### src/alcs_defs.vh
`ifndef ALCS_DEFS_VH
`define ALCS_DEFS_VH
// ************************************************************
// frame framing bytes
// ************************************************************
`define ALCS_START 8'h7e
`define ALCS_ESC 8'h7d
`define ALCS_ESC_XOR 8'h20
`define ALCS_XON 8'h11
`define ALCS_XOFF 8'h13
`define ALCS_CSUM_BASE 8'hff
// ************************************************************
// frame types
// ************************************************************
`define ALCS_T_STATUS 8'h8a
`define ALCS_T_CMD 8'h08
`define ALCS_T_QUEUE 8'h09
`define ALCS_T_RESP 8'h88
// ************************************************************
// status event codes
// ************************************************************
`define ALCS_EV_HW_RESET 8'h00
`define ALCS_EV_WDOG_RESET 8'h01
`define ALCS_EV_ASSOC 8'h02
`define ALCS_EV_DISASSOC 8'h03
`define ALCS_EV_FORMED 8'h06
`define ALCS_EV_OVERVOLT 8'h0d
// ************************************************************
// response status codes
// ************************************************************
`define ALCS_RS_OK 8'h00
`define ALCS_RS_ERROR 8'h01
`define ALCS_RS_BAD_CMD 8'h02
`define ALCS_RS_BAD_PARAM 8'h03
// ************************************************************
// frame data offsets and limits
// ************************************************************
`define ALCS_OFS_ID 8'h01
`define ALCS_OFS_NAME_HI 8'h02
`define ALCS_OFS_NAME_LO 8'h03
`define ALCS_OFS_VALUE 8'h04
`define ALCS_VAL_MAX 8'h04
`define ALCS_DATA_MAX 8'h10
`endif

### src/alcs_tx.v
`timescale 1ns/1ns
`include "alcs_defs.vh"
// ************************************************************
// serialiser: header, escaping and checksum for outbound frames
// ************************************************************
module alcs_tx (
  input wire clock,
  input wire arst_n,
  input wire escaped_mode,
  input wire start,
  input wire [7:0] frame_len,
  input wire [127:0] frame_bytes,
  output wire busy,
  output reg [7:0] tx_data,
  output wire tx_valid,
  input wire tx_ready
);
  localparam S_IDLE = 3'd0;
  localparam S_START = 3'd1;
  localparam S_LEN_HI = 3'd2;
  localparam S_LEN_LO = 3'd3;
  localparam S_DATA = 3'd4;
  localparam S_CSUM = 3'd5;
  localparam S_ESC2 = 3'd6;
  reg [2:0] state;
  reg [2:0] resume;
  reg [7:0] idx;
  reg [7:0] sum;
  reg [7:0] held;
  reg [7:0] len;
  reg [127:0] buf_bytes;
  reg valid;
  reg [7:0] pick;
  wire [7:0] cur_byte;
  wire [7:0] csum;
  assign busy = (state != S_IDLE);
  assign tx_valid = valid;
  assign cur_byte = buf_bytes[idx[3:0]*8 +: 8];
  assign csum = `ALCS_CSUM_BASE - sum; // RL17
  // byte that the current state sends next, before any escaping
  always @* begin
    case (state)
      S_LEN_HI: pick = 8'h00;
      S_LEN_LO: pick = len;
      S_DATA: pick = cur_byte;
      S_CSUM: pick = csum;
      default: pick = 8'h00;
    endcase
  end
  // bytes that collide with framing must be escaped after the start
  function needs_esc;
    input [7:0] b;
    begin
      needs_esc = (b == `ALCS_START) || (b == `ALCS_ESC) || (b == `ALCS_XON) || (b == `ALCS_XOFF);
    end
  endfunction
  // sends one byte each accepted beat; escape state is inserted as needed
  always @(posedge clock or negedge arst_n) begin
    if (!arst_n) begin
      state <= S_IDLE;
      resume <= S_IDLE;
      idx <= 8'h00;
      sum <= 8'h00;
      held <= 8'h00;
      len <= 8'h00;
      buf_bytes <= 128'h0;
      valid <= 1'b0;
      tx_data <= 8'h00;
    end else begin
      case (state)
        S_IDLE: begin
          if (start) begin
            buf_bytes <= frame_bytes;
            len <= frame_len;
            idx <= 8'h00;
            sum <= 8'h00;
            tx_data <= `ALCS_START; // RL16
            valid <= 1'b1;
            state <= S_LEN_HI;
          end
        end
        S_START, S_LEN_HI, S_LEN_LO, S_DATA, S_CSUM: begin
          if (tx_ready) begin
            // length is unescaped count, high byte first; held keeps the byte for the escape beat
            held <= pick;
            if (state == S_LEN_HI) begin
              resume <= S_LEN_LO;
            end else if (state == S_LEN_LO) begin
              resume <= S_DATA;
            end else if (state == S_DATA) begin
              sum <= sum + cur_byte;
              idx <= idx + 8'h01;
              resume <= (idx + 8'h01 == len) ? S_CSUM : S_DATA;
            end else if (state == S_CSUM) begin
              resume <= S_START;
            end
            if (state == S_START) begin
              valid <= 1'b0;
              state <= S_IDLE;
            end else if (escaped_mode && needs_esc(pick)) begin
              tx_data <= `ALCS_ESC; // RL19
              state <= S_ESC2;
            end else begin
              tx_data <= pick;
              state <= (state == S_LEN_HI) ? S_LEN_LO : (state == S_LEN_LO) ? S_DATA :
                       (state == S_DATA) ? ((idx + 8'h01 == len) ? S_CSUM : S_DATA) : S_START;
            end
          end
        end
        S_ESC2: begin
          if (tx_ready) begin
            tx_data <= held ^ `ALCS_ESC_XOR; // RL19
            state <= resume;
          end
        end
        default: begin
          state <= S_IDLE;
          valid <= 1'b0;
        end
      endcase
    end
  end
endmodule

### src/alcs_core.v
`timescale 1ns/1ns
`include "alcs_defs.vh"
// Summary of operation
// RL1: status frames type 0x8a, code at offset 1
// RL2: status codes for reset, network, overvoltage events
// RL3: power-up sends hardware reset status, checksum 0x75
// RL4: command: type, id, two-byte name, optional value
// RL5: type 0x08 value write applies immediately
// RL6: no value after name means a read
// RL7: reads answered with 0x88 and copied id
// RL8: frame id zero executes without response
// RL9: type 0x09 writes only stage, applied later
// RL10: type 0x09 reads answered immediately like 0x08
// RL11: host sends binary values, padded 2 or 4
// RL12: response: id, name, status, optional data
// RL13: status 0 ok, 1 error, 2 name, 3 value
// RL14: writes return no data, reads return binary
// RL15: multi-response sequences end with empty ok
// RL16: frames start 0x7e, big-endian data length
// RL17: checksum is 0xff minus data byte sum
// RL18: bad-checksum frames are dropped silently
// RL19: escaped mode: 0x7d then byte xor 0x20
module alcs_core (
  input wire clock,
  input wire arst_n,
  input wire escaped_mode,
  input wire [7:0] rx_data,
  input wire rx_valid,
  output wire rx_ready,
  output wire [7:0] tx_data,
  output wire tx_valid,
  input wire tx_ready,
  input wire watchdog_reset_seen,
  input wire event_valid,
  input wire [7:0] event_code,
  output wire event_ready,
  output reg cmd_valid,
  output reg cmd_write,
  output reg cmd_stage,
  output reg [15:0] cmd_name,
  output reg [31:0] cmd_value,
  output reg [7:0] cmd_value_len,
  input wire cmd_done,
  input wire [7:0] cmd_status,
  input wire [31:0] cmd_rdata,
  input wire [7:0] cmd_rdata_len,
  input wire cmd_more
);
  // ************************************************************
  // receive parser
  // ************************************************************
  localparam R_HUNT = 3'd0;
  localparam R_LEN_HI = 3'd1;
  localparam R_LEN_LO = 3'd2;
  localparam R_DATA = 3'd3;
  localparam R_CSUM = 3'd4;
  localparam M_BOOT = 2'd0;
  localparam M_IDLE = 2'd1;
  localparam M_EXEC = 2'd2;
  localparam M_SEND = 2'd3;
  reg [2:0] rstate;
  reg esc_pending;
  reg [15:0] rlen;
  reg [15:0] rcount;
  reg [7:0] rsum;
  reg [7:0] rtype;
  reg [7:0] rid;
  reg [15:0] rname;
  reg [31:0] rvalue;
  reg [7:0] rvlen;
  reg frame_ok;
  reg [1:0] mstate;
  reg [7:0] pend_id;
  reg tx_start;
  reg [7:0] tx_len;
  reg [127:0] tx_bytes;
  wire tx_busy;
  wire byte_in;
  wire [7:0] plain;
  // parser stalls while a command is in flight so no frame is lost
  assign rx_ready = (mstate == M_IDLE) && !frame_ok;
  assign byte_in = rx_valid && rx_ready;
  assign plain = esc_pending ? (rx_data ^ `ALCS_ESC_XOR) : rx_data; // RL19
  assign event_ready = (mstate == M_IDLE) && !frame_ok && !tx_busy && !byte_in;
  // collects one frame; a start byte anywhere begins a new frame at the length bytes
  always @(posedge clock or negedge arst_n) begin
    if (!arst_n) begin
      rstate <= R_HUNT;
      esc_pending <= 1'b0;
      rlen <= 16'h0000;
      rcount <= 16'h0000;
      rsum <= 8'h00;
      rtype <= 8'h00;
      rid <= 8'h00;
      rname <= 16'h0000;
      rvalue <= 32'h0;
      rvlen <= 8'h00;
      frame_ok <= 1'b0;
    end else begin
      if (mstate == M_EXEC) begin
        frame_ok <= 1'b0;
      end
      if (byte_in) begin
        if (rx_data == `ALCS_START) begin
          rstate <= R_LEN_HI; // RL16
          esc_pending <= 1'b0;
        end else if (escaped_mode && !esc_pending && rx_data == `ALCS_ESC) begin
          esc_pending <= 1'b1;
        end else begin
          esc_pending <= 1'b0;
          case (rstate)
            R_HUNT: rstate <= R_HUNT;
            R_LEN_HI: begin
              rlen[15:8] <= plain;
              rstate <= R_LEN_LO;
            end
            R_LEN_LO: begin
              rlen[7:0] <= plain;
              rcount <= 16'h0000;
              rsum <= 8'h00;
              rvalue <= 32'h0;
              rvlen <= 8'h00;
              rstate <= ({rlen[15:8], plain} == 16'h0000) ? R_HUNT : R_DATA;
            end
            R_DATA: begin
              rsum <= rsum + plain;
              rcount <= rcount + 16'h0001;
              if (rcount == 16'h0000) rtype <= plain;
              if (rcount[7:0] == `ALCS_OFS_ID && rcount[15:8] == 8'h00) rid <= plain; // RL4
              if (rcount[7:0] == `ALCS_OFS_NAME_HI && rcount[15:8] == 8'h00) rname[15:8] <= plain;
              if (rcount[7:0] == `ALCS_OFS_NAME_LO && rcount[15:8] == 8'h00) rname[7:0] <= plain;
              if (rcount >= {8'h00, `ALCS_OFS_VALUE}) begin
                // binary value, big-endian; zero padding is harmless
                rvalue <= {rvalue[23:0], plain}; // RL11
                rvlen <= rvlen + 8'h01;
              end
              if (rcount + 16'h0001 == rlen) rstate <= R_CSUM;
            end
            R_CSUM: begin
              // sum of data plus checksum must come to 0xff, else drop
              frame_ok <= ((rsum + plain) == `ALCS_CSUM_BASE) && (rcount >= {8'h00, `ALCS_OFS_VALUE}) &&
                          (rtype == `ALCS_T_CMD || rtype == `ALCS_T_QUEUE); // RL18
              rstate <= R_HUNT;
            end
            default: rstate <= R_HUNT;
          endcase
        end
      end
    end
  end
  // ************************************************************
  // command sequencer and response builder
  // ************************************************************
  // packs a response frame into the serialiser image
  always @(posedge clock or negedge arst_n) begin
    if (!arst_n) begin
      mstate <= M_BOOT;
      pend_id <= 8'h00;
      tx_start <= 1'b0;
      tx_len <= 8'h00;
      tx_bytes <= 128'h0;
      cmd_valid <= 1'b0;
      cmd_write <= 1'b0;
      cmd_stage <= 1'b0;
      cmd_name <= 16'h0000;
      cmd_value <= 32'h0;
      cmd_value_len <= 8'h00;
    end else begin
      tx_start <= 1'b0;
      case (mstate)
        M_BOOT: begin
          // first frame after reset reports why the device restarted
          if (!tx_busy) begin
            tx_bytes <= 128'h0;
            tx_bytes[7:0] <= `ALCS_T_STATUS; // RL1
            tx_bytes[15:8] <= watchdog_reset_seen ? `ALCS_EV_WDOG_RESET : `ALCS_EV_HW_RESET; // RL3
            tx_len <= 8'h02;
            tx_start <= 1'b1;
            mstate <= M_SEND;
          end
        end
        M_IDLE: begin
          if (frame_ok) begin
            // a value means write; 0x08 applies, 0x09 only queues
            cmd_valid <= 1'b1;
            cmd_write <= (rvlen != 8'h00); // RL6
            cmd_stage <= (rvlen != 8'h00) && (rtype == `ALCS_T_QUEUE); // RL9 RL10
            cmd_name <= rname;
            cmd_value <= rvalue;
            cmd_value_len <= rvlen; // RL5
            pend_id <= rid;
            mstate <= M_EXEC;
          end else if (event_valid && event_ready) begin
            tx_bytes <= 128'h0;
            tx_bytes[7:0] <= `ALCS_T_STATUS; // RL1
            tx_bytes[15:8] <= event_code; // RL2
            tx_len <= 8'h02;
            tx_start <= 1'b1;
            mstate <= M_SEND;
          end
        end
        M_EXEC: begin
          if (cmd_done && !tx_busy && !tx_start) begin
            if (!cmd_more) cmd_valid <= 1'b0;
            tx_bytes <= 128'h0;
            tx_bytes[7:0] <= `ALCS_T_RESP; // RL7
            tx_bytes[15:8] <= pend_id; // RL7 RL12
            tx_bytes[31:16] <= {cmd_name[7:0], cmd_name[15:8]};
            tx_bytes[39:32] <= cmd_status; // RL13
            // data only on reads; final empty ok ends multi-answer reads
            if (!cmd_write && cmd_rdata_len != 8'h00) begin
              // read data is right-justified, so the first byte sent depends on the length
              case (cmd_rdata_len)
                8'h01: tx_bytes[47:40] <= cmd_rdata[7:0];
                8'h02: tx_bytes[55:40] <= {cmd_rdata[7:0], cmd_rdata[15:8]};
                8'h03: tx_bytes[63:40] <= {cmd_rdata[7:0], cmd_rdata[15:8], cmd_rdata[23:16]};
                default: tx_bytes[71:40] <= {cmd_rdata[7:0], cmd_rdata[15:8], cmd_rdata[23:16], cmd_rdata[31:24]};
              endcase
              tx_len <= 8'h05 + cmd_rdata_len; // RL14
            end else begin
              tx_len <= 8'h05; // RL14 RL15
            end
            tx_start <= (pend_id != 8'h00); // RL8
            if (!cmd_more) mstate <= M_SEND;
          end
        end
        M_SEND: begin
          if (!tx_busy && !tx_start) mstate <= M_IDLE;
        end
        default: mstate <= M_IDLE;
      endcase
    end
  end
  // ************************************************************
  // outbound serialiser
  // ************************************************************
  alcs_tx u_tx (
    .clock(clock),
    .arst_n(arst_n),
    .escaped_mode(escaped_mode),
    .start(tx_start),
    .frame_len(tx_len),
    .frame_bytes(tx_bytes),
    .busy(tx_busy),
    .tx_data(tx_data),
    .tx_valid(tx_valid),
    .tx_ready(tx_ready)
  );
endmodule

### config.mk
export PLATFORM = sky130hd
export DESIGN_NAME = alcs_core
export DESIGN_NICKNAME = d
export VERILOG_FILES = /design/src/alcs_tx.v /design/src/alcs_core.v
export VERILOG_INCLUDE_DIRS = /design/src
export SDC_FILE = /design/constraint.sdc
export NUM_CORES = 1
export LEC_CHECK = 0
export BUFFER_PORTS_ARGS = -buffer_cell sky130_fd_sc_hd__clkbuf_2
export CAP_MARGIN = 20
export CORE_ASPECT_RATIO = 1.5
export CORE_UTILIZATION = 61
export DETAILED_ROUTE_END_ITERATION = 8
export MAX_ROUTING_LAYER = met4
export PLACE_DENSITY_LB_ADDON = 0.3
export SETUP_SLACK_MARGIN = 0.1
export SYNTH_ARGS = -nofsm -noshare
export SYNTH_HDL_FRONTEND = slang
export SYNTH_HIERARCHICAL = 1
export SYNTH_SLANG_ARGS = --single-unit
### constraint.sdc
create_clock -name clock -period 4.25 [get_ports clock]
set_clock_uncertainty 0.05 [all_clocks]
set_input_delay 0.2125 -clock clock [delete_from_list [all_inputs] [get_ports clock]]
set_output_delay 0.2125 -clock clock [all_outputs]
set_load 0.1 [all_outputs]
==> results.md, run 1 <==
- Wire length of the first global-routing pass: 82790 um
- Total track usage: around 33%
- Synth area leader: dfrtp_1
- Total Wirelength: 51940 um
- Leakage power figure: 11.22 nW
- Initial DRC count: about 900
- Via count: 14.74k
- Root Driver: clkbuf_16
- Type of the worst min-delay path: input pin to register
- Peak Freq: between 200 and 300 MHz
- CTS Sinks: about 440
- Ys async rst share: between 90% and 100%
- Area share of the largest cell type after synthesis: between 50% and 60%
- Mean Syn Cell Area: between 10 and 15 um^2
- PostCTS Resize Cnt: 0
- Buffers and inverters on the worst path: 2
- Post-route ant nets: 0
- Residual DRC count: 0
- Num rows: 81
- Worst-margin pin slew: between 800 and 900 ps
- First-pass iteration count of the detailed router: 6
- Post-synth EDFFs: 0
- Most used DFF post-synth: dfrtp_1
- Synthesized instance count: ~1.7k
- Max cap viols: 0
- Largest cells by area after synthesis: dfrtp_1, mux2_2, mux4_2
- Hold violation count in the final report: 0
- Crit path required time: 4670 ps
- CTS hold repair buffers: 57
- Initial antenna violation count: 0
- Final min period: roughly 3600 ps
- Crit-path leading delay family: compound AO/OA/AOI/OAI gates
- Cell with the most instances after synthesis: dfrtp_1
- Final period util: a little over four fifths
- Via-per-instance ratio: around 6.2
- Register area share after synthesis: a little over half
- CTS clock-pin slew for the worst setup and hold paths: around 60 ps
- Flops & latches, synth: between 400 and 500
- CP Class: register to register
- Share of cells above drive strength 1: about 28%
- IO Pins: 143
- Rel. slew slack: a little over two fifths
- Die height: between 200 and 250 um
- Setup-failing EPs final: 0
- Core area: between 30000 and 40000 um^2
- Status: finished, final reports clean
- Dpl hpwl: about 35000 um
- Setup TNS: 0 ps
- Critical Path End Type: register
- Fin nets: between 2k and 2.5k
- Routability cong.: 0.9013
- GRT overflow: 0
- Post-CTS Repair Setup Buffers: 0
- Chip Width: 151.0 um
- # port buffers: roughly 140
- Unrepaired setup endpoints after global routing: false
- Largest net degree at the start of global routing: 103
- Synthesized area: 20310 um^2
- Worst Hold Slack: between 15 and 20 ps
- PwrDens: roughly 610 nW/um^2
- Startpoint types: register
- Worst path cell trace: buf_4 -> mux4_2 -> a22oi_1 -> nand2_1 -> ha_1 -> inv_1 -> o21bai_1 -> a21oi_1 -> o21ai_0 -> xnor2_1 -> or3_1 -> o21ai_1
- Routed length per instance: approximately 22 um
- H-tree depth: 2
- Initial core utilization: between 60 and 70%
- Area grow syn2layout: 16.03%
- Num CTS Buffers: between 40 and 50
- Vias in the first global route: 15.16k
- Clock Latency Late Sink: ~550 ps
- Worst path slowest cell: dfrtp_2
- Post-synthesis cell type count: slightly below 80
- TritonCTS clock tree: built
- Die footprint: approximately 34000 um^2
- Ant. Diodes: 0
- Critical path arrival: about 4000 ps
- Fillers: 2199
- CP Max Fanout: 18
- Yosys warns: 6
- Final Max Tran Viols: 0
- Crit-path max cell delay: between 700 and 800 ps
- Peak supply drop: about 0.48 mV
- Post-synth top cells: dfrtp_1, mux2_2, nand2_1, o21ai_0, clkbuf_1
- Clk buf depth: 3
## cell usage in the layout (no fill, tap or decap), types with 53 or more instances in the layout
master	instances
a21oi_1	53
mux2_2	243
nand2_1	161
dfrtp_1	435
a22o_1	68
o21ai_0	123
nor2_1	62
clkbuf_2	141
conb_1	61
dlygate4sd3_1	57
## final timing paths
check | from | to | slack, ps | cells past startpoint
hold / removal | cmd_rdata_len[3] | tx_len[3] | 20 | 3
hold reg to reg | tx_len[3] | tx_len[3] | 420 | 2
max in group asynchronous | arst_n | cmd_name[2] | 2810 | 3
setup / recovery | u_tx/idx[0] | u_tx/sum[7] | 700 | 12
min in group asynchronous | arst_n | tx_bytes[46] | 210 | 2
setup reg to reg | u_tx/idx[0] | u_tx/sum[7] | 700 | 12
## through the flow
step	std cells	utilization, %	power (mW)	cell area, um^2	setup WS (ps)
2_1_floorplan	1751	-	9.270	20540	998.1
3_3_place_gp	2230	66.04	10.42	21620	763.2
3_5_place_dp	2230	66.04	10.62	21620	691.8
4_1_cts	2360	71.99	14.46	23570	673.8
5_1_grt	2360	71.99	15.19	23570	349.5
6_report	2360	71.99	14.46	23570	699.4
## routing by layer
layer | global-route usage [%] | wire length (um) | vias up
met1 | 37.95 | 19320 | 7426
met2 | 55.86 | 27420 | 546
met3 | 3.806 | 2193 | 196
met4 | 17.29 | 3005 | 0
met5 | - | 0 | -
li1 | - | - | 6573
## where the power goes
group	switching (mW)	leakage (nW)	internal (mW)	total, mW
registers	0.892	5.88	5.24	6.13
clock network	1.59	0.671	2.19	3.78
logic	2.66	4.68	1.89	4.55
total	5.14	11.2	9.33	14.5
## layout make-up
type	count	area [um^2]	area share, %
flip-flops and latches	436	10910	46.30
repair buffers	228	1559	6.615
clock buffers	62	1195	5.070
inverters	28	105.1	0.4460
clock inverters	11	183.9	0.7804
well taps	415	519.2	2.203
multi-input cells	1180	9094	38.59
## registers in the layout, indices dropped and copies added (netlist names), 16 cells and up
signal          flops
cmd_value          32
u_tx/buf_bytes    128
rname              16
rcount             16
rlen               16
rvalue             32
cmd_name           16
tx_bytes           66
## logic make-up after synthesis
logic type	count (synthesis)	synth area share, %
fa+ha+maj	33	2.107
other cells	1	0.01846
simple gates	361	8.648
flops	436	53.71
compound gates	389	12.97
mux	282	17.50
xor+xnor	54	2.328
buf+inv	135	2.716
## worst register-to-register path: cells and delay by family, from the launching register on
family / cells / cell delay, ps
xor gates and xnor gates: 1 / 160
buffers and inverters: 2 / 460
muxes: 1 / 540
AOI/OAI and AO/OA: 5 / 770
DFF: 1 / 720
adders and majority gates: 1 / 300
and+or+nand+nor: 2 / 480
No activity file was read; power rests on OpenSTA's default activity.
==> run 2, diff against run 1 <==
==> constraint.sdc (replaced) <==
create_clock -name clock -period 3.6 [get_ports clock]
set_clock_uncertainty 0.05 [all_clocks]
set_input_delay 0.18 -clock clock [delete_from_list [all_inputs] [get_ports clock]]
set_output_delay 0.18 -clock clock [all_outputs]
set_load 0.1 [all_outputs]
==> run 2 against run 1 <==
Cell count up 1.2%. Non-clock buffer count grew 25. Sequential power grew 18%. Routed wire length is 2.0% higher. Via count is 0.81% higher. Sequential share of layout area decreased by 0.56 points. Total power rose by 19%.
==> results.md, run 2 (synthesized netlist as in run 1, its figures left out) <==
- # port buffers: 142 (unchanged)
- First-pass iteration count of the detailed router: 5 (-1)
- Fillers: 2198 (-0.045%)
- Peak Freq: 299.0 MHz (+6.1%)
- Commonest non-fill, non-tap cell in the layout: dfrtp_1
- Setup TNS: 0 ps (unchanged)
- Root Driver: clkbuf_16
- Setup-failing EPs final: 0 (unchanged)
- Initial core utilization: 62.05% (unchanged)
- Startpoint types: register
- Die footprint: 34050 um^2 (unchanged)
- CTS clock-pin slew for the worst setup and hold paths: 60 ps (about the same)
- Crit path required time: 4030 ps (-640 ps)
- Wire length of the first global-routing pass: 84020 um (+1.5%)
- Num CTS Buffers: 41 (unchanged)
- Largest net degree at the start of global routing: 114 (+11%)
- Worst-margin pin slew: 943.2 ps (+87.02 ps)
- Die height: 225.5 um (unchanged)
- Routability cong.: 0.9325 (+3.5%)
- Routed length per instance: 22.18 um (+0.76%)
- Fin nets: 2046 (+1.2%)
- Max FFs per register: 128 (unchanged)
- FF-to-FF setup slack: 260 ps (-440 ps)
- Residual DRC count: 0 (unchanged)
- Core area: 32740 um^2 (unchanged)
- Final Max Tran Viols: 0 (unchanged)
- Top reg by flops: u_tx/buf_bytes
- Type of the worst min-delay path: input pin to register
- Hold path cells: 5 (+2)
- Largest regs: u_tx/buf_bytes (128), tx_bytes (66)
- Critical Path End Type: register
- Hold Startpoint: event_valid
- Num rows: 81 (unchanged)
- Via count: 14.86k (+0.81%)
- Commonest non-fill, non-tap cells in the layout: dfrtp_1, mux2_2, nand2_1
- Critical path arrival: 3770 ps (-200 ps)
- Vias in the first global route: 15.47k (+2.1%)
- CTS Sinks: 436 (unchanged)
- Dpl hpwl: 35290 um (+0.29%)
- Hold violation count in the final report: 0 (unchanged)
- Total track usage: 33.47% (+0.61 points)
- Core Util, Final: 72.90% (+0.91 points)
- Total Wirelength: 52980 um (+2.0%)
- Final min period: 3345 ps (-205.7 ps)
- H-tree depth: 2 (unchanged)
- Status: finished, final reports clean
- Post-route ant nets: 0 (unchanged)
- Reg-to-reg endpoint: u_tx/sum[7]
- TritonCTS clock tree: built
- IO Pins: 143 (unchanged)
- Share of cells above drive strength 1: 28.64% (+0.92 points)
- Initial antenna violation count: 1 (+1)
- Chip Width: 151.0 um (unchanged)
- GRT overflow: 0 (unchanged)
- Final period util: 92.91% (+9.4 points)
- Rel. slew slack: 37.12% (-5.8 points)
- CP Class: register to register
- Worst R2R Path Depth: 13 (+1)
- Clk buf depth: 3 (unchanged)
- Leakage power figure: 11.37 nW (+1.3%)
- Max cap viols: 0 (unchanged)
- Initial DRC count: 844 (-6.4%)
- PwrDens: 720.8 nW/um^2 (+17%)
- Clock Latency Late Sink: 560 ps (about the same)
- CP Max Fanout: 7 (-11)
- WHS Endpoint: tx_start
- Worst reg2reg startpoint: u_tx/idx[0]
- Via-per-instance ratio: 6.221 (-0.41%)
- Peak supply drop: 0.5016 mV (+4.6%)
- Area grow syn2layout: 17.49%
- Unrepaired setup endpoints after global routing: false
-- run 2: cell types whose count changed in the layout (fill, tap and decap cells not counted), moves of 2 or more --
cell / before / now
inv_6: 1 / 3
clkinv_8: 2 / 0
buf_4: 25 / 35
clkinv_2: 3 / 10
clkinvlp_4: 1 / 3
buf_12: 4 / 12
clkbuf_1: 12 / 8
clkbuf_8: 9 / 7
dlygate4sd3_1: 57 / 64
-- run 2: metal layers --
layer,wire length (um),vias to the layer above,GRT usage (%)
li1,-,6632,-
met1,19830,7506,38.69
met2,28000,551,57.12
met3,2386,172,3.968
met4,2766,0,16.94
met5,0,-,-
-- run 2: repair_timing --
| action | in CTS | in global routing |
|---|---|---|
| setup buffers | 4 | 0 |
| setup endpoints to repair | 1 | 1 |
| endpoints found under the hold margin | 165 | 0 |
| hold buffers | 64 | 0 |
| resized for setup | 1 | 1 |
| pin swaps | 0 | 0 |
-- run 2: worst max-delay path by stage --
stage,slack (ps),to,startpoint
after global placement,40,u_tx/sum[7],u_tx/idx[0]
after CTS,200,u_tx/sum[7],u_tx/idx[0]
after detailed placement,-20,u_tx/sum[7],u_tx/idx[0]
after floorplan,380,event_ready,mstate[1]
after global routing,110,u_tx/sum[7],u_tx/idx[0]
final,260,u_tx/sum[7],u_tx/idx[0]
-- run 2: area by class of cell --
cell class | instances | area (um^2) | area share (%)
Antenna cell | 1 | 2.502 | 0.01049
Clock buffer | 56 | 1152 | 4.829
Clock inverter | 20 | 209.0 | 0.8756
Inverter | 28 | 105.1 | 0.4404
Multi-Input combinational cell | 1180 | 9097 | 38.12
Sequential cell | 436 | 10910 | 45.73
Tap cell | 415 | 519.2 | 2.176
Timing Repair Buffer | 253 | 1864 | 7.812
-- run 2: worst max-delay path, stage by stage (launching register included) --
cell	delay, ps
dfrtp_4	480
buf_12	140
mux4_2	520
a22oi_1	240
nand2_1	160
ha_1	310
a21o_1	180
a21oi_2	170
o21bai_1	90
a21oi_1	230
o21ai_0	150
xnor2_1	150
or3_1	300
o21ai_1	90
-- run 2: through the flow --
step                      std cells  worst slack [ps]  area (um^2)  power [mW]  hold WS [ps]
final                          2389             255.1        23860       17.20         26.49
after global routing           2389             111.2        23860       18.04         35.27
after CTS                      2388             204.3        23860       17.18        0.4171
after detailed placement       2244            -15.45        21810       12.64         278.3
after global placement         2244             42.98        21810       12.42         274.8
after floorplan                1751             380.6        20540       10.94        -165.6
-- run 2: where the power goes --
part / switching (mW) / internal (mW) / total [mW]
Clock: 1.93 / 2.49 / 4.42
Combinational: 3.19 / 2.37 / 5.55
Sequential: 1.04 / 6.19 / 7.23
==> run 3, diff against run 2 <==
--- a/config.mk
+++ b/config.mk
@@ -6,15 +6,15 @@
 export SDC_FILE = /design/constraint.sdc
 export NUM_CORES = 1
 export LEC_CHECK = 0
+export ABC_CLOCK_PERIOD_IN_PS = 3600
 export BUFFER_PORTS_ARGS = -buffer_cell sky130_fd_sc_hd__clkbuf_2
 export CAP_MARGIN = 20
 export CORE_ASPECT_RATIO = 1.5
-export CORE_UTILIZATION = 61
+export CORE_UTILIZATION = 60
 export DETAILED_ROUTE_END_ITERATION = 8
 export MAX_ROUTING_LAYER = met4
 export PLACE_DENSITY_LB_ADDON = 0.3
 export SETUP_SLACK_MARGIN = 0.1
 export SYNTH_ARGS = -nofsm -noshare
 export SYNTH_HDL_FRONTEND = slang
-export SYNTH_HIERARCHICAL = 1
 export SYNTH_SLANG_ARGS = --single-unit
==> run 3 against run 2 <==
Global-route usage rose by 0.55 points. Synthesized area fell by 15%. Total power fell by 14%. Sequential share of layout area fell by 0.081 points. Hold slack got worse by 12 ps. Critical endpoint is now tx_bytes[62].
==> results.md, run 3 <==
- Status: finished, final reports clean
- Initial DRC count: 1082 (+28%)
- Post-CTS Repair Setup Buffers: 0 (-4)
- Largest net degree at the start of global routing: 107 (-6.1%)
- Initial core utilization: 61.62% (-0.43 points)
- Ys async rst share: 100.0% (unchanged)
- Post-route ant nets: 0 (unchanged)
- Synthesized instance count: 1700 (+0.53%)
- Post-synthesis net count: about 1.8k
- Setup crit end: tx_bytes[62]
- Unrepaired setup endpoints after global routing: false
- Post-synthesis cell type count: 72 (-8.9%)
- Worst reg2reg startpoint: u_tx.state[2]
- Chip Width: 140.8 um (-6.7%)
- Mean Syn Cell Area: 10.20 um^2 (-15%)
- Area grow syn2layout: 18.17%
- FF-to-FF setup slack: 240 ps (-20 ps)
- First-pass iteration count of the detailed router: 9 (+4)
- Via count: 13.96k (-6.1%)
- Residual DRC count: 0 (unchanged)
- Via-per-instance ratio: 6.173 (-0.77%)
- Yosys warns: 0 (-6)
- Rel. slew slack: 43.14% (+6.0 points)
- CP Max Fanout: 13 (+6)
- Die footprint: 29610 um^2 (-13%)
- Largest regs: tx_bytes (66), u_tx.buf_bytes (66)
- GRT overflow: 0 (unchanged)
- Commonest non-fill, non-tap cells in the layout: nand2_1, dfrtp_1, clkbuf_2
- PwrDens: 722.2 nW/um^2 (+0.19%)
- Largest cells by area after synthesis: dfrtp_1, nand2_1, mux2_2
- Most used DFF post-synth: dfrtp_1
- Synth area leader: dfrtp_1
- Type of the worst min-delay path: input pin to register
- CTS clock-pin slew for the worst setup and hold paths: 60 ps (about the same)
- IO Pins: 143 (unchanged)
- Clock Latency Late Sink: 560 ps (about the same)
- Total track usage: 34.02% (+0.55 points)
- Wire length of the first global-routing pass: 75290 um (-10%)
- Register area share after synthesis: 53.95% (+0.23 points)
- Initial antenna violation count: 2 (+1)
- H-tree depth: 2 (unchanged)
- DP Area: 18580 um^2 (-15%)
- Final min period: 3362 ps (+17.17 ps)
- Critical Path End Type: register
- # port buffers: 142 (unchanged)
- CTS Sinks: 374 (-14%)
- Num CTS Buffers: 36 (-12%)
- Setup crit start: u_tx.state[2]
- TritonCTS clock tree: built
- Final Max Tran Viols: 0 (unchanged)
- Crit path required time: 4020 ps (about the same)
- Post-route cell area: 20500 um^2 (-14%)
- Worst R2R Path Depth: 9 (-4)
- Clk buf depth: 3 (unchanged)
- Max cap viols: 0 (unchanged)
- Flops & latches, synth: 374 (-14%)
- Synthesized area: 17350 um^2 (-15%)
- Post-synth top cells: nand2_1, dfrtp_1, o21ai_0, mux2_2, clkbuf_1
- Peak supply drop: 0.5493 mV (+9.5%)
- CP Class: register to register
- Setup TNS: 0 ps (unchanged)
- Setup-failing EPs final: 0 (unchanged)
- Placed cell count: 2132 (-5.0%)
- Hold violation count in the final report: 0 (unchanged)
- Worst-margin pin slew: 849.9 ps (-93.24 ps)
- Area share of the largest cell type after synthesis: 53.95% (+0.23 points)
- Routability cong.: 1.002 (+7.5%)
- Reg-to-reg endpoint: tx_bytes[62]
- Share of cells above drive strength 1: 20.60% (-8.0 points)
- Core area: 28150 um^2 (-14%)
- Routed length per instance: 20.84 um (-6.0%)
- Dpl hpwl: 31960 um (-9.4%)
- Fin nets: 1992 (-2.6%)
- Cell with the most instances after synthesis: nand2_1
- Startpoint types: register
- Num rows: 75 (-7.4%)
- Critical path arrival: 3790 ps (+20 ps)
- Commonest non-fill, non-tap cell in the layout: nand2_1
- Vias in the first global route: 14.09k (-8.9%)
- Post-synth EDFFs: 0 (unchanged)
- Die height: 210.3 um (-6.8%)
- Leakage power figure: 10.20 nW (-10%)
- Root Driver: clkbuf_16
- Cell Count, Final, Fillers Out: 2261 (-5.4%)
- Total Wirelength: 47120 um (-11%)
- Peak Freq: 297.4 MHz (-0.51%)
- Final period util: 93.39% (+0.48 points)
[run 3: cell count changes in the layout (fill, tap and decap cells not counted), moves of 22 or more]
cell / previous run / this run
dfrtp_1: 435 / 374
nand3_1: 16 / 49
mux4_2: 34 / 4
mux2_2: 243 / 109
conb_1: 61 / 0
nand2_1: 161 / 407
a22oi_1: 27 / 5
[run 3: stage by stage]
step / hold WS [ps] / utilization [%] / total power [mW] / worst slack [ps]
CTS: 2.949 / 72.64 / 14.75 / 166.6
floorplan: -165.6 / - / 9.270 / -78.56
global placement: 249.9 / 65.99 / 10.50 / 305.0
finish: 14.00 / 72.82 / 14.80 / 237.9
detailed placement: 254.4 / 65.99 / 10.68 / 217.9
global route: 11.01 / 72.82 / 15.56 / 121.2
[run 3: how the worst min path moves through the flow]
| stage | from | to | slack [ps] | depth (start not counted) |
|---|---|---|---|---|
| 6_report | cmd_rdata[18] | tx_bytes[50] | 10 | 3 |
| 2_1_floorplan | arst_n | cmd_name[0] | -170 | 0 |
| 3_5_place_dp | arst_n | tx_bytes[21] | 250 | 1 |
| 5_1_grt | rx_data[6] | rvalue[6] | 10 | 3 |
| 4_1_cts | rx_data[6] | rvalue[6] | 3 | 3 |
| 3_3_place_gp | arst_n | tx_bytes[34] | 250 | 1 |
[run 3: worst max-delay path: stages (launching register included)]
cell and delay (ps):
dfrtp_1 510, or3_1 640, nor3b_2 350, nor2_1 160
a211oi_4 270, nand3_1 150, nor2_2 320, a32oi_1 160
dlygate4sd3_1 580, nand2_1 90
[run 3: cell type report]
type | count | area, um^2
Tap cell | 346 | 432.9
Sequential cell | 374 | 9359
Timing Repair Buffer | 253 | 1785
Clock inverter | 17 | 227.7
Clock buffer | 48 | 1036
Antenna cell | 2 | 5.005
Inverter | 27 | 101.3
Fill cell | 1952 | 7652
Multi-Input combinational cell | 1194 | 7552
[run 3: metal layers]
layer,wire length (um),vias up,track usage (%)
met1,17230,6894,37.51
met3,2423,196,4.748
met5,0,-,-
met4,3130,0,20.39
met2,24330,564,58.53
li1,-,6303,-
[run 3: power breakdown]
part / switching, mW / internal (mW) / total (mW)
clock network: 1.69 / 2.28 / 3.97
logic: 3.02 / 1.83 / 4.85
registers: 0.811 / 5.17 / 5.99
total: 5.52 / 9.28 / 14.8
[run 3: kinds of logic (layout without fill, tap and decap cells)]
group | Yosys count | count (layout) | synth area share [%]
AND/OR/NAND/NOR | 638 | 638 | 15.98
flip-flops | 374 | 374 | 53.95
AO/OA/AOI/OAI | 336 | 336 | 13.14
buffers and inverters | 132 | 345 | 3.036
multiplexers | 126 | 126 | 8.345
XOR/XNOR | 61 | 61 | 3.080
adder cells (fa/ha/maj) | 33 | 33 | 2.467
other | 0 | 2 | 0
[run 3: repair_timing]
action,4_1_cts,5_1_grt
resized for setup,0,7
setup endpoints to repair,0,7
hold buffers,61,0
endpoints found under the hold margin,156,0
